### src/hdl/pmc_pkg.sv
// power mode controller package: register offsets, field positions, reset values, timing
// assumes a single 200 MHz clock domain
`default_nettype none
package pmc_pkg;
    // ------------------------------------------------------------
    // register map (word-indexed plain port, 8-bit data)
    // ------------------------------------------------------------
    localparam logic [3:0] PMC_ADDR_PWR    = 4'h0; // power_control_register
    localparam logic [3:0] PMC_ADDR_OSC    = 4'h1; // internal_oscillator_control_register
    localparam logic [3:0] PMC_ADDR_CFG    = 4'h2; // wake and monitor enables
    localparam logic [3:0] PMC_ADDR_STAT   = 4'h3; // sticky event status, write one to clear
    localparam logic [3:0] PMC_ADDR_MASK   = 4'h4; // interrupt mask
    localparam logic [3:0] PMC_ADDR_STATE  = 4'h5; // current power state, read only
    localparam logic [3:0] PMC_ADDR_RSTVEC = 4'h6; // restart address low byte, read only

    // field positions
    localparam int PMC_PWR_IDLE_BIT  = 0;
    localparam int PMC_PWR_STOP_BIT  = 1;
    localparam int PMC_OSC_SUSP_BIT  = 5;
    localparam int PMC_CFG_WDT_BIT   = 0; // watchdog_counter enable
    localparam int PMC_CFG_LCM_BIT   = 1; // lost_clock_monitor enable
    localparam int PMC_CFG_CMPW_BIT  = 2; // comparator wake enable

    // status bit positions
    localparam int PMC_EV_IDLE_WAKE  = 0;
    localparam int PMC_EV_SUSP_WAKE  = 1;
    localparam int PMC_EV_WDT_RST    = 2;
    localparam int PMC_EV_LCM_RST    = 3;
    localparam int PMC_EV_NUM        = 4;

    // reset values
    localparam logic [7:0] PMC_PWR_RST   = 8'h00;
    localparam logic [7:0] PMC_OSC_RST   = 8'h00;
    localparam logic [7:0] PMC_CFG_RST   = 8'h03;
    localparam logic [7:0] PMC_MASK_RST  = 8'h00;
    localparam logic [15:0] PMC_RESET_VECTOR = 16'h0000;

    // timing
    localparam int PMC_CLK_MHZ       = 200;
    localparam int PMC_LCM_TIMEOUT_US = 100;
    localparam int PMC_LCM_CYCLES    = PMC_LCM_TIMEOUT_US * PMC_CLK_MHZ;
    localparam int PMC_WDT_CYCLES    = 65536;
    localparam int PMC_RST_PULSE     = 4; // internal reset request length

    // one-hot power states
    typedef enum logic [3:0] {
        PMC_ST_RUN  = 4'h1,
        PMC_ST_IDLE = 4'h2,
        PMC_ST_STOP = 4'h4,
        PMC_ST_SUSP = 4'h8
    } pmc_state_t;
endpackage
`default_nettype wire

### src/hdl/pmc_wake_if.sv
// interface carrying wake and timeout requests between the timer and the main controller
// assumes both ends share clk
`timescale 1ns/1ps
`default_nettype none
interface pmc_wake_if;
    logic        wdt_run;   // watchdog_counter counting
    logic        lcm_run;   // lost_clock_monitor counting
    logic        wdt_kick;  // restart watchdog count
    logic        wdt_fire;  // watchdog expiry pulse
    logic        lcm_fire;  // lost clock timeout pulse
    modport ctl (output wdt_run, output lcm_run, output wdt_kick, input wdt_fire, input lcm_fire);
    modport tmr (input wdt_run, input lcm_run, input wdt_kick, output wdt_fire, output lcm_fire);
endinterface
`default_nettype wire

### src/hdl/pmc_timers.sv
// watchdog and lost-clock timeout counters for the power mode controller
// assumes the controller decides when each counter runs
`timescale 1ns/1ps
`default_nettype none
module pmc_timers
    import pmc_pkg::*;
#(
    parameter int WDT_CYCLES = PMC_WDT_CYCLES,
    parameter int LCM_CYCLES = PMC_LCM_CYCLES
) (
    input  wire logic clk,  // system clock
    input  wire logic srst, // synchronous reset
    pmc_wake_if.tmr   wk    // control and expiry pulses
);
    logic [31:0] wdt_cnt_r;
    logic [31:0] lcm_cnt_r;
    logic        wdt_fire_r;
    logic        lcm_fire_r;

    // watchdog keeps counting through idle; one pulse on expiry
    always_ff @(posedge clk) begin
        if (srst || wk.wdt_kick || !wk.wdt_run) begin
            wdt_cnt_r  <= 32'h0;
            wdt_fire_r <= 1'b0;
        end else begin
            wdt_fire_r <= (wdt_cnt_r == 32'(WDT_CYCLES - 1));
            wdt_cnt_r  <= (wdt_cnt_r == 32'(WDT_CYCLES - 1)) ? 32'h0 : wdt_cnt_r + 32'h1;
        end
    end

    // lost clock monitor counts only while the oscillator is halted in stop
    always_ff @(posedge clk) begin
        if (srst || !wk.lcm_run) begin
            lcm_cnt_r  <= 32'h0;
            lcm_fire_r <= 1'b0;
        end else begin
            lcm_fire_r <= (lcm_cnt_r == 32'(LCM_CYCLES - 1));
            lcm_cnt_r  <= (lcm_cnt_r == 32'(LCM_CYCLES - 1)) ? 32'h0 : lcm_cnt_r + 32'h1;
        end
    end

    assign wk.wdt_fire = wdt_fire_r;
    assign wk.lcm_fire = lcm_fire_r;
endmodule // pmc_timers
`default_nettype wire

### src/hdl/pmc_core.sv
// power mode controller: idle, stop and suspend sequencing with register port
// assumes cpu reports instruction completion; resets are applied through srst
`timescale 1ns/1ps
`default_nettype none
module pmc_core
    import pmc_pkg::*;
#(
    parameter int WDT_CYCLES = PMC_WDT_CYCLES, // watchdog expiry count
    parameter int LCM_CYCLES = PMC_LCM_CYCLES  // lost clock timeout count
) (
    input  wire logic       clk,          // 200 MHz system clock
    input  wire logic       srst,         // synchronous reset, active high
    input  wire logic [3:0] reg_addr,     // register index
    input  wire logic [7:0] reg_wdata,    // write data
    input  wire logic       reg_wr,       // write strobe
    input  wire logic       reg_rd,       // read strobe
    output logic      [7:0] reg_rdata,    // read data, cycle after strobe
    input  wire logic       instr_done,   // cpu finished current instruction
    input  wire logic       irq_pending,  // an enabled interrupt is asserted
    input  wire logic       port_match,   // port match event
    input  wire logic       cmp_low,      // comparator output low
    input  wire logic       wdt_kick,     // software watchdog refresh
    output logic            cpu_clk_en,   // cpu clock gate enable
    output logic            osc_stop,     // internal oscillator stop
    output logic            periph_clk_en,// digital peripheral clock enable
    output logic            port_match_en,// port match logic enabled
    output logic            int_rst_req,  // internal reset request
    output logic            resume_irq,   // cpu to service interrupt on resume
    output logic            irq           // level interrupt output
);
    // ------------------------------------------------------------
    // registers
    // ------------------------------------------------------------
    pmc_state_t  state_r, state_nxt;
    logic [5:0]  gpflag_r;
    logic        idle_req_r;
    logic        stop_req_r;
    logic [7:0]  osc_r;
    logic [7:0]  cfg_r;
    logic [PMC_EV_NUM-1:0] stat_r;
    logic [PMC_EV_NUM-1:0] mask_r;
    logic [PMC_EV_NUM-1:0] ev_set;
    logic [2:0]  rst_cnt_r;
    logic        wake_idle;
    logic        wake_susp;

    pmc_wake_if wk ();

    pmc_timers #(
        .WDT_CYCLES (WDT_CYCLES),
        .LCM_CYCLES (LCM_CYCLES)
    ) u_timers (
        .clk  (clk),
        .srst (srst),
        .wk   (wk)
    );

    // ------------------------------------------------------------
    // register writes
    // ------------------------------------------------------------
    // mode select bits are requests: they latch until the instruction completes
    always_ff @(posedge clk) begin
        if (srst) begin
            gpflag_r   <= 6'h00;
            idle_req_r <= 1'b0;
            stop_req_r <= 1'b0;
        end else if (reg_wr && reg_addr == PMC_ADDR_PWR) begin
            gpflag_r   <= reg_wdata[7:2];
            idle_req_r <= reg_wdata[PMC_PWR_IDLE_BIT] | idle_req_r;
            stop_req_r <= reg_wdata[PMC_PWR_STOP_BIT] | stop_req_r;
        end else if (state_r != PMC_ST_RUN) begin
            idle_req_r <= 1'b0;
            stop_req_r <= 1'b0;
        end
    end

    // suspend bit self-clears once the wake is taken
    always_ff @(posedge clk) begin
        if (srst) begin
            osc_r <= PMC_OSC_RST;
        end else if (reg_wr && reg_addr == PMC_ADDR_OSC) begin
            osc_r <= reg_wdata;
        end else if (state_r == PMC_ST_SUSP && wake_susp) begin
            osc_r[PMC_OSC_SUSP_BIT] <= 1'b0;
        end
    end

    // enables and mask take effect on the edge after the write
    always_ff @(posedge clk) begin
        if (srst) begin
            cfg_r  <= PMC_CFG_RST;
            mask_r <= PMC_MASK_RST[PMC_EV_NUM-1:0];
        end else if (reg_wr && reg_addr == PMC_ADDR_CFG) begin
            cfg_r <= reg_wdata;
        end else if (reg_wr && reg_addr == PMC_ADDR_MASK) begin
            mask_r <= reg_wdata[PMC_EV_NUM-1:0];
        end
    end

    // ------------------------------------------------------------
    // power state machine
    // ------------------------------------------------------------
    assign wake_idle = irq_pending;
    assign wake_susp = port_match || (cmp_low && cfg_r[PMC_CFG_CMPW_BIT]);

    always_comb begin
        state_nxt = state_r;
        case (state_r)
            PMC_ST_RUN: begin
                if (instr_done && stop_req_r) begin
                    state_nxt = PMC_ST_STOP;
                end else if (instr_done && osc_r[PMC_OSC_SUSP_BIT]) begin
                    state_nxt = PMC_ST_SUSP;
                end else if (instr_done && idle_req_r) begin
                    state_nxt = PMC_ST_IDLE;
                end
            end
            PMC_ST_IDLE: begin
                if (wake_idle) begin
                    state_nxt = PMC_ST_RUN;
                end
            end
            PMC_ST_STOP: begin
                state_nxt = PMC_ST_STOP;
            end
            PMC_ST_SUSP: begin
                if (wake_susp) begin
                    state_nxt = PMC_ST_RUN;
                end
            end
            default: state_nxt = PMC_ST_RUN;
        endcase
    end

    // reset always returns to run; cpu then fetches from the reset vector
    always_ff @(posedge clk) begin
        if (srst) begin
            state_r <= PMC_ST_RUN;
        end else begin
            state_r <= state_nxt;
        end
    end

    // ------------------------------------------------------------
    // timers and internal reset request
    // ------------------------------------------------------------
    // watchdog held cleared in stop and suspend since its clock is gone
    assign wk.wdt_run  = cfg_r[PMC_CFG_WDT_BIT] &&
                         (state_r == PMC_ST_RUN || state_r == PMC_ST_IDLE);
    assign wk.lcm_run  = cfg_r[PMC_CFG_LCM_BIT] && state_r == PMC_ST_STOP;
    assign wk.wdt_kick = wdt_kick;

    // stretch expiry into a multi-cycle reset request for the reset block
    always_ff @(posedge clk) begin
        if (srst) begin
            rst_cnt_r   <= 3'h0;
            int_rst_req <= 1'b0;
        end else if (wk.wdt_fire || wk.lcm_fire) begin
            rst_cnt_r   <= 3'(PMC_RST_PULSE - 1);
            int_rst_req <= 1'b1;
        end else if (rst_cnt_r != 3'h0) begin
            rst_cnt_r   <= rst_cnt_r - 3'h1;
        end else begin
            int_rst_req <= 1'b0;
        end
    end

    // ------------------------------------------------------------
    // clock gating outputs
    // ------------------------------------------------------------
    // registered from the next state so gates change with the state register
    always_ff @(posedge clk) begin
        if (srst) begin
            cpu_clk_en    <= 1'b1;
            osc_stop      <= 1'b0;
            periph_clk_en <= 1'b1;
            port_match_en <= 1'b1;
            resume_irq    <= 1'b0;
        end else begin
            cpu_clk_en    <= (state_nxt == PMC_ST_RUN);
            osc_stop      <= (state_nxt == PMC_ST_STOP) || (state_nxt == PMC_ST_SUSP);
            periph_clk_en <= (state_nxt == PMC_ST_RUN) || (state_nxt == PMC_ST_IDLE);
            port_match_en <= (state_nxt != PMC_ST_STOP);
            resume_irq    <= (state_r != PMC_ST_RUN) && (state_nxt == PMC_ST_RUN) &&
                             irq_pending;
        end
    end

    // ------------------------------------------------------------
    // events and interrupt
    // ------------------------------------------------------------
    // one-cycle event strobes feeding the sticky status bits
    assign ev_set[PMC_EV_IDLE_WAKE] = (state_r == PMC_ST_IDLE) && wake_idle;
    assign ev_set[PMC_EV_SUSP_WAKE] = (state_r == PMC_ST_SUSP) && wake_susp;
    assign ev_set[PMC_EV_WDT_RST]   = wk.wdt_fire;
    assign ev_set[PMC_EV_LCM_RST]   = wk.lcm_fire;

    // set beats clear in the same cycle
    genvar gi;
    generate
        for (gi = 0; gi < PMC_EV_NUM; gi++) begin : g_stat
            always_ff @(posedge clk) begin
                if (srst) begin
                    stat_r[gi] <= 1'b0;
                end else if (ev_set[gi]) begin
                    stat_r[gi] <= 1'b1;
                end else if (reg_wr && reg_addr == PMC_ADDR_STAT && reg_wdata[gi]) begin
                    stat_r[gi] <= 1'b0;
                end
            end
        end
    endgenerate

    // new events are ored in so the line rises with the status bit, not a cycle later
    always_ff @(posedge clk) begin
        if (srst) begin
            irq <= 1'b0;
        end else begin
            irq <= |((stat_r | ev_set) & mask_r);
        end
    end

    // ------------------------------------------------------------
    // register reads
    // ------------------------------------------------------------
    // read data stand one cycle only, zero otherwise
    always_ff @(posedge clk) begin
        if (srst) begin
            reg_rdata <= 8'h00;
        end else if (reg_rd) begin
            case (reg_addr)
                PMC_ADDR_PWR:    reg_rdata <= {gpflag_r, 2'b00};
                PMC_ADDR_OSC:    reg_rdata <= osc_r;
                PMC_ADDR_CFG:    reg_rdata <= cfg_r;
                PMC_ADDR_STAT:   reg_rdata <= {4'h0, stat_r};
                PMC_ADDR_MASK:   reg_rdata <= {4'h0, mask_r};
                PMC_ADDR_STATE:  reg_rdata <= {4'h0, state_r};
                PMC_ADDR_RSTVEC: reg_rdata <= PMC_RESET_VECTOR[7:0];
                default:         reg_rdata <= 8'h00;
            endcase
        end else begin
            reg_rdata <= 8'h00;
        end
    end

    // ------------------------------------------------------------
    // assertions
    // ------------------------------------------------------------
    a_idle_entry: assert property (@(posedge clk) disable iff (srst)
        (state_r == PMC_ST_RUN && instr_done && idle_req_r && !stop_req_r &&
         !osc_r[PMC_OSC_SUSP_BIT]) |=> (state_r == PMC_ST_IDLE) ##0 !cpu_clk_en)
        else $error("idle not entered after instruction");
    a_idle_periph_on: assert property (@(posedge clk) disable iff (srst)
        (state_r == PMC_ST_IDLE) |-> periph_clk_en)
        else $error("peripheral clock gated in idle");
    a_idle_wake: assert property (@(posedge clk) disable iff (srst)
        (state_r == PMC_ST_IDLE && irq_pending) |=> (state_r == PMC_ST_RUN && cpu_clk_en))
        else $error("idle did not wake on interrupt");
    a_stop_hold: assert property (@(posedge clk) disable iff (srst)
        (state_r == PMC_ST_STOP) |=> (state_r == PMC_ST_STOP) ##0 osc_stop)
        else $error("stop left without reset");
    a_stop_wdt_off: assert property (@(posedge clk) disable iff (srst)
        (state_r == PMC_ST_STOP) |-> !wk.wdt_run)
        else $error("watchdog running in stop");
    a_stop_entry: assert property (@(posedge clk) disable iff (srst)
        (state_r == PMC_ST_RUN && instr_done && stop_req_r) |=>
        (state_r == PMC_ST_STOP && osc_stop && !cpu_clk_en && !periph_clk_en))
        else $error("stop not entered after instruction");
    a_susp_gates: assert property (@(posedge clk) disable iff (srst)
        (state_r == PMC_ST_SUSP) |-> (osc_stop && !cpu_clk_en && !periph_clk_en && port_match_en))
        else $error("wrong gates in suspend");
    a_lcm_reset: assert property (@(posedge clk) disable iff (srst)
        wk.lcm_fire |=> int_rst_req [*4])
        else $error("lost clock reset request too short");
    a_susp_wake: assert property (@(posedge clk) disable iff (srst)
        (state_r == PMC_ST_SUSP && port_match) |=> (state_r == PMC_ST_RUN) ##1 stat_r[1])
        else $error("suspend did not wake on port match");
    a_pwr_read_zero: assert property (@(posedge clk) disable iff (srst)
        (reg_rd && reg_addr == PMC_ADDR_PWR) |=> (reg_rdata[1:0] == 2'b00))
        else $error("mode bits read nonzero");
    a_irq_level: assert property (@(posedge clk) disable iff (srst)
        ($past(stat_r) & mask_r) != 4'h0 && $stable(mask_r) |-> irq)
        else $error("interrupt missing for set status");

    // main scenarios: each wake path and each internal reset source
    c_idle_wake: cover property (@(posedge clk) state_r == PMC_ST_IDLE ##1 state_r == PMC_ST_RUN);
    c_susp_wake: cover property (@(posedge clk) state_r == PMC_ST_SUSP ##1 state_r == PMC_ST_RUN);
    c_stop_lcm:  cover property (@(posedge clk) state_r == PMC_ST_STOP && wk.lcm_fire);
    c_wdt_idle:  cover property (@(posedge clk) state_r == PMC_ST_IDLE && wk.wdt_fire);
endmodule // pmc_core
`default_nettype wire

### config.mk
export PLATFORM = sky130hd
export DESIGN_NAME = pmc_core
export DESIGN_NICKNAME = d
export VERILOG_FILES = /design/src/hdl/pmc_pkg.sv /design/src/hdl/pmc_wake_if.sv /design/src/hdl/pmc_timers.sv /design/src/hdl/pmc_core.sv
export SDC_FILE = /design/constraint.sdc
export NUM_CORES = 1
export LEC_CHECK = 0
export BUFFER_PORTS_ARGS = -buffer_cell sky130_fd_sc_hd__buf_4
export CORE_UTILIZATION = 45
export CTS_BUF_LIST = sky130_fd_sc_hd__clkbuf_8
export DETAILED_ROUTE_END_ITERATION = 7
export GPL_TIMING_DRIVEN = 0
export PLACE_DENSITY_LB_ADDON = 0.2
export SETUP_SLACK_MARGIN = 0.2
export SYNTH_ARGS = -nofsm -noshare
export SYNTH_HDL_FRONTEND = slang
export SYNTH_SLANG_ARGS = --single-unit
### constraint.sdc
create_clock -name clk -period 2.1 [get_ports clk]
set_clock_uncertainty 0.05 [all_clocks]
set_input_delay 0.105 -clock clk [delete_from_list [all_inputs] [get_ports clk]]
set_output_delay 0.105 -clock clk [all_outputs]
set_load 0.03 [all_outputs]
==> Word-level counts from Yosys, hierarchy flattened <==
Index checks and enable logic that the tools add are counted.
{ "totals": {"ff_bits": 120, "out_inout_bits": 15, "elab_cells": 121} }
{ "op_classes": {"n_addsub": 3, "n_eq_ne": 18, "muxes": 24, "bitwise_logic": 6, "n_reduce_logical": 44} }
{ "op_table": {"columns": ["cell", "n"], "rows": [
  ["$add A32 B1 Y32 const B", 2],
  ["$pmux W8 S6", 1],
  ["$eq A32 B15 Y1 const B", 1],
  ["$eq A32 B16 Y1 const B", 1],
  ["$mux W4", 5],
  ["$logic_and A1 B1 Y1", 19],
  ["$eq A4 B2 Y1 const B", 4],
  ["$eq A4 B3 Y1 const B", 4],
  ["$pmux W4 S4", 1],
  ["$mux W1", 15],
  ["$reduce_bool A2 Y1", 7],
  ["$eq A4 B1 Y1 const B", 3],
  ["$eq A4 B4 Y1 const B", 2],
  ["$logic_or A1 B1 Y1", 8],
  ["$reduce_or A2 Y1", 4],
  ["$and A4 B4 Y4", 1],
  ["$logic_not A4 Y1", 1],
  ["$mux W2", 2],
  ["$ne A4 B1 Y1 const B", 1],
  ["$ne A4 B3 Y1 const B", 1],
  ["$or A4 B4 Y4", 1],
  ["$reduce_or A4 Y1", 1],
  ["$reduce_bool A3 Y1", 1],
  ["$sub A3 B1 Y3 const B", 1],
  ["other kinds (5)", 8]
]} }

==> Longest topological paths before layout <==
{ "depth": {"word_depth": 8, "depth_mapped": 7} }

==> By module <==
Synthesis repeated with hierarchy kept, for this count alone.
{ "hier_totals": {"hier_cells": 628, "hier_area_um2": 5510.3} }
{ "by_module_without_submodules": {"columns": ["mod", "instances", "cells_each", "area_per_inst_um2", "seq_area_each_um2"], "rows": [
  ["pmc_timers", 1, 366, 3105.5, 1321.3],
  ["pmc_core", 1, 262, 2404.8, 1081.0]
]} }

==> Worst setup path after synthesis <==
OpenSTA, ideal clock, no wires.
{ "synth_timing": {"path_kind": "register to register", "start": "reg u_timers.wdt_cnt_r[0]", "end": "reg u_timers.wdt_cnt_r[28]", "arrival_time_ns": 1.993, "setup_slack_ns": -0.013, "stages_incl_launch_ff": 7, "path_cell_list": "dfxtp_1 -> ha_1 -> nand4_2 -> or4_1 -> buf_2 -> or4_1 -> a21oi_1"} }
{ "synth_via": {"elab_chain_len": 2, "elab_cells_between_ends": 3} }
{ "synth_lines": {"columns": ["item", "line", "source"], "rows": [
  ["start: declaration", "pmc_timers.sv:15", "logic [31:0] wdt_cnt_r;"],
  ["start signal: assignment", "pmc_timers.sv:27", "wdt_cnt_r <= (wdt_cnt_r == 32'(WDT_CYCLES - 1)) ? 32'h0 : wdt_cnt_r + 32'h1;"],
  ["branches (longest 2 deep; another with $add A32 B1 Y32)", null, null]
]} }
Parallel ways; which one is timed is not known.
A chain may end at the register's enable or synchronous reset.

==> Worst setup path in the final report <==
{ "layout_timing": {"start": "reg u_timers.lcm_cnt_r[7]", "end": "reg u_timers.lcm_cnt_r[27]"} }
{ "layout_via": {"elab_chain_len": 2, "elab_cells_between_ends": 3} }
{ "layout_lines": {"columns": ["item", "line", "source"], "rows": [
  ["start: declaration", "pmc_timers.sv:16", "logic [31:0] lcm_cnt_r;"],
  ["start signal: assignment", "pmc_timers.sv:38", "lcm_cnt_r <= (lcm_cnt_r == 32'(LCM_CYCLES - 1)) ? 32'h0 : lcm_cnt_r + 32'h1;"],
  ["branches (longest 2 deep; another with $add A32 B1 Y32)", null, null]
]} }
Parallel ways; which one is timed is not known.

==> flow_summary.yaml <==
outcome:
  outcome: "complete, no violations"
route:
  drt_wl_total_um: 14100
  ant_nets: 0
  drc: 0
  dr.pass1.iters: 6
  top_layer: "met4"
  met1_length_um: 6190
  avgViaCountPerCell: 5.77
  route.met2.wl_um: 7090
  wl_per_cell_um: 15.6
  drtIter0Drc: 467
  wl_met3_um: 632
  num_vias: 5228
finish:
  fin_nets: 771
  antenna_cells: 0
  area_delta_synth_final_pct: 31.1
  final_area_um2: 7230
  fin_cells: 906
  layout-drive-gt1-share: 0.283
global_route:
  antenna_found_initial: 0
  grt_pass1_vias: 4814
  grt_overflow_total: 0
  grt_first_pass_wirelength_um: 22800
  grt_max_degree: 17
  grt_use_total: 0.226
timing:
  timing.fmax_mhz: 497
  finalSetupViolCount: 0
  worstMarginPinSlew_ns: 0.989
  whs_ns: 0.0706
  finalCriticalPeriod_ns: 2.01
  final_max_slew_viol_count: 0
  layout_worst_path_cycle_share: 0.958
  rsz0062_at_grt: "true"
  hold_violations: 0
  slew_headroom: 0.332
  fin_tns_setup_ns: 0
clock_tree:
  clock-sinks: 120
  cts_tree: "built"
  htree_levels: 4
  clk_pin_slew_ns: 0.08
  cts_made_buffers: 17
  clk_latency_ns: 0.45
  cts_buffer_depth: 2
  cts_root_buf: "clkbuf_8"
setup_path:
  timing.rr.start: "u_timers.lcm_cnt_r[7]"
  cp-end-kind: "flip-flop"
  slowest_delay_ns: 0.50
  reg2reg_slack_ns: 0.09
  cp_max_fo: 5
  crit_arrival_ns: 2.34
  crit_path_start_kind: "flip-flop"
  reg2regPathDepth: 6
  reg2reg_to: "u_timers.lcm_cnt_r[27]"
  crit_family: "simple AND/OR/NAND/NOR gates"
  critPathSlowestCell: "or4_1"
  path_class: "reg -> reg"
  worstPathRequired_ns: 2.43
  path_buf_inv: 2
  path_cells: "buf_6, nand4_1, or4_4, clkbuf_8, or4_1, a21oi_1"
yosys:
  async_reset_ff_frac: 0
  synth_edf_count: 0
  synth_warnings: 0
  ys.flop_type: "dfxtp_1"
  synthTopCellsByArea: "dfxtp_1 44%, a21oi_1 5.4%, mux2i_1 5.4%"
  synth.top_cell.area_share: 0.436
  synth_area_um2: 5510
  synth_seq_cells: 120
  syn-num-nets: 666
  avgSynthCellArea_um2: 8.60
  ys_top_cells_by_count: "120 x dfxtp_1, 73 x nor2_1, 60 x a21oi_1"
  yosysTopAreaCell: "dfxtp_1"
  synthCells: 641
  synth_most_common_cell: "dfxtp_1"
  ys_seq_area_frac: 0.436
  synth_cell_types: 54
job:
  maxCapViolCount: 0
floorplanning:
  die_h_um: 113
  initial_core_util: 0.461
  core_area_um2: 12000
  ioPinCount: 36
  die_w_um: 113
  core.rowCount: 40
  die_area_um2: 12700
placed_design:
  hpwl_um: 9000
  routabilityCongestion: 0.830
  dp_cells: 822
  place_area_um2: 6010
  io_buffers: 34
pwr:
  leakagePower_nw: 2.52
  peakVddDrop_uv: 427
  powerDensity_nw_per_um2: 672
  total_power_mw: 4.86
hold_path:
  min_from: "wdt_kick"
  hold_path_class: "in -> reg"
  holdPathStages: 5
  worstHoldEndpoint: "u_timers.wdt_cnt_r[16]"
worst max-delay path by stage:
| stage | startpoint | end | slack (ns) | cells after the start |
|---|---|---|---|---|
| 2_1_floorplan | u_timers.wdt_cnt_r[1] | u_timers.wdt_cnt_r[28] | 0.19 | 6 |
| 4_1_cts | u_timers.lcm_cnt_r[8] | u_timers.lcm_cnt_r[27] | 0.12 | 5 |
| 6_report | u_timers.lcm_cnt_r[7] | u_timers.lcm_cnt_r[27] | 0.09 | 6 |
| 5_1_grt | u_timers.lcm_cnt_r[7] | u_timers.lcm_cnt_r[29] | 0.009 | 6 |
| 3_3_place_gp | u_timers.wdt_cnt_r[29] | u_timers.wdt_cnt_r[2] | -0.15 | 7 |
| 3_5_place_dp | u_timers.wdt_cnt_r[29] | u_timers.wdt_cnt_r[3] | -0.18 | 7 |
logic make-up (layout without fill, tap and decap cells):
kind of cell             after synthesis  count (layout)  share of synthesized area
AO/OA/AOI/OAI                        123             123                      0.131
XOR/XNOR                              27              27                     0.0429
adder cells (fa/ha/maj)                4               4                    0.00908
buffers and inverters                 50             168                     0.0365
flip-flops                           120             120                      0.436
multiplexers                          33              33                     0.0606
AND/OR/NAND/NOR                      284             284                      0.284
layer usage:
layer	up-vias	GRT usage
li1	2583	-
met1	2502	0.267
met2	123	0.383
met3	20	0.0702
met4	0	0.0862
met5	-	0
tightest hold or removal path: cells and delay by family:
family / cells / cell delay (ns)
buffers and inverters: 2 / 0.25
AND/OR/NAND/NOR: 2 / 0.13
AO/OA/AOI/OAI: 1 / 0.04
report_power, final:
| part | switching, mW | leakage (nW) | internal, mW |
|---|---|---|---|
| combinational | 0.267 | 1.33 | 0.209 |
| sequential | 0.0316 | 0.991 | 2.31 |
| clock | 0.983 | 0.195 | 1.06 |
metrics by stage:
step,setup WS [ns],utilization
after floorplan,0.188,-
after global placement,-0.151,0.503
after detailed placement,-0.180,0.503
after CTS,0.119,0.582
after global routing,0.00862,0.604
final,0.0884,0.604
flip-flops by register name (all words and copies together), names as in the netlist, 3 cells and up:
name,count
cfg_r,8
gpflag_r,6
mask_r,4
osc_r,8
reg_rdata,8
rst_cnt_r,3
stat_r,4
state_r,4
u_timers.lcm_cnt_r,32
u_timers.wdt_cnt_r,32
cell usage in the layout (no fill, tap or decap), drive strengths merged, types with 4 or more instances in the layout:
master and instances:
a21oi 60, and2 5, and3 7, and4 8, buf 85, clkbuf 39, clkinv 6, dfxtp 120
dlygate4sd3 17, ha 4, inv 16, mux2i 30, nand2 42, nand3 38, nand3b 4, nand4 24
nor2 73, nor2b 4, nor3 6, nor4 15, nor4b 4, o21ai 24, o31ai 22, or3 10
or4 30, xnor2 10, xor2 17
timing repair:
| item | CTS | global route |
|---|---|---|
| hold endpoints to repair | 48 | 0 |
| buffers inserted | 22 | 10 |
| hold buffers | 17 | 0 |
| setup endpoints to repair | 70 | 61 |
| cloned | 2 | 1 |
| pin swaps | 20 | 20 |
| gates resized for setup | 76 | 70 |
layout make-up:
class                   count  area [µm²]
multi-input cells         471        3160
clock buffers              17         234
plain buffers              38         265
inverters                  12        45.0
fillers                  1056        4730
repair buffers             86         693
flip-flops and latches    120        2490
clock inverters            15         156
well taps                 147         184
(Power assumes the default switching activity.)
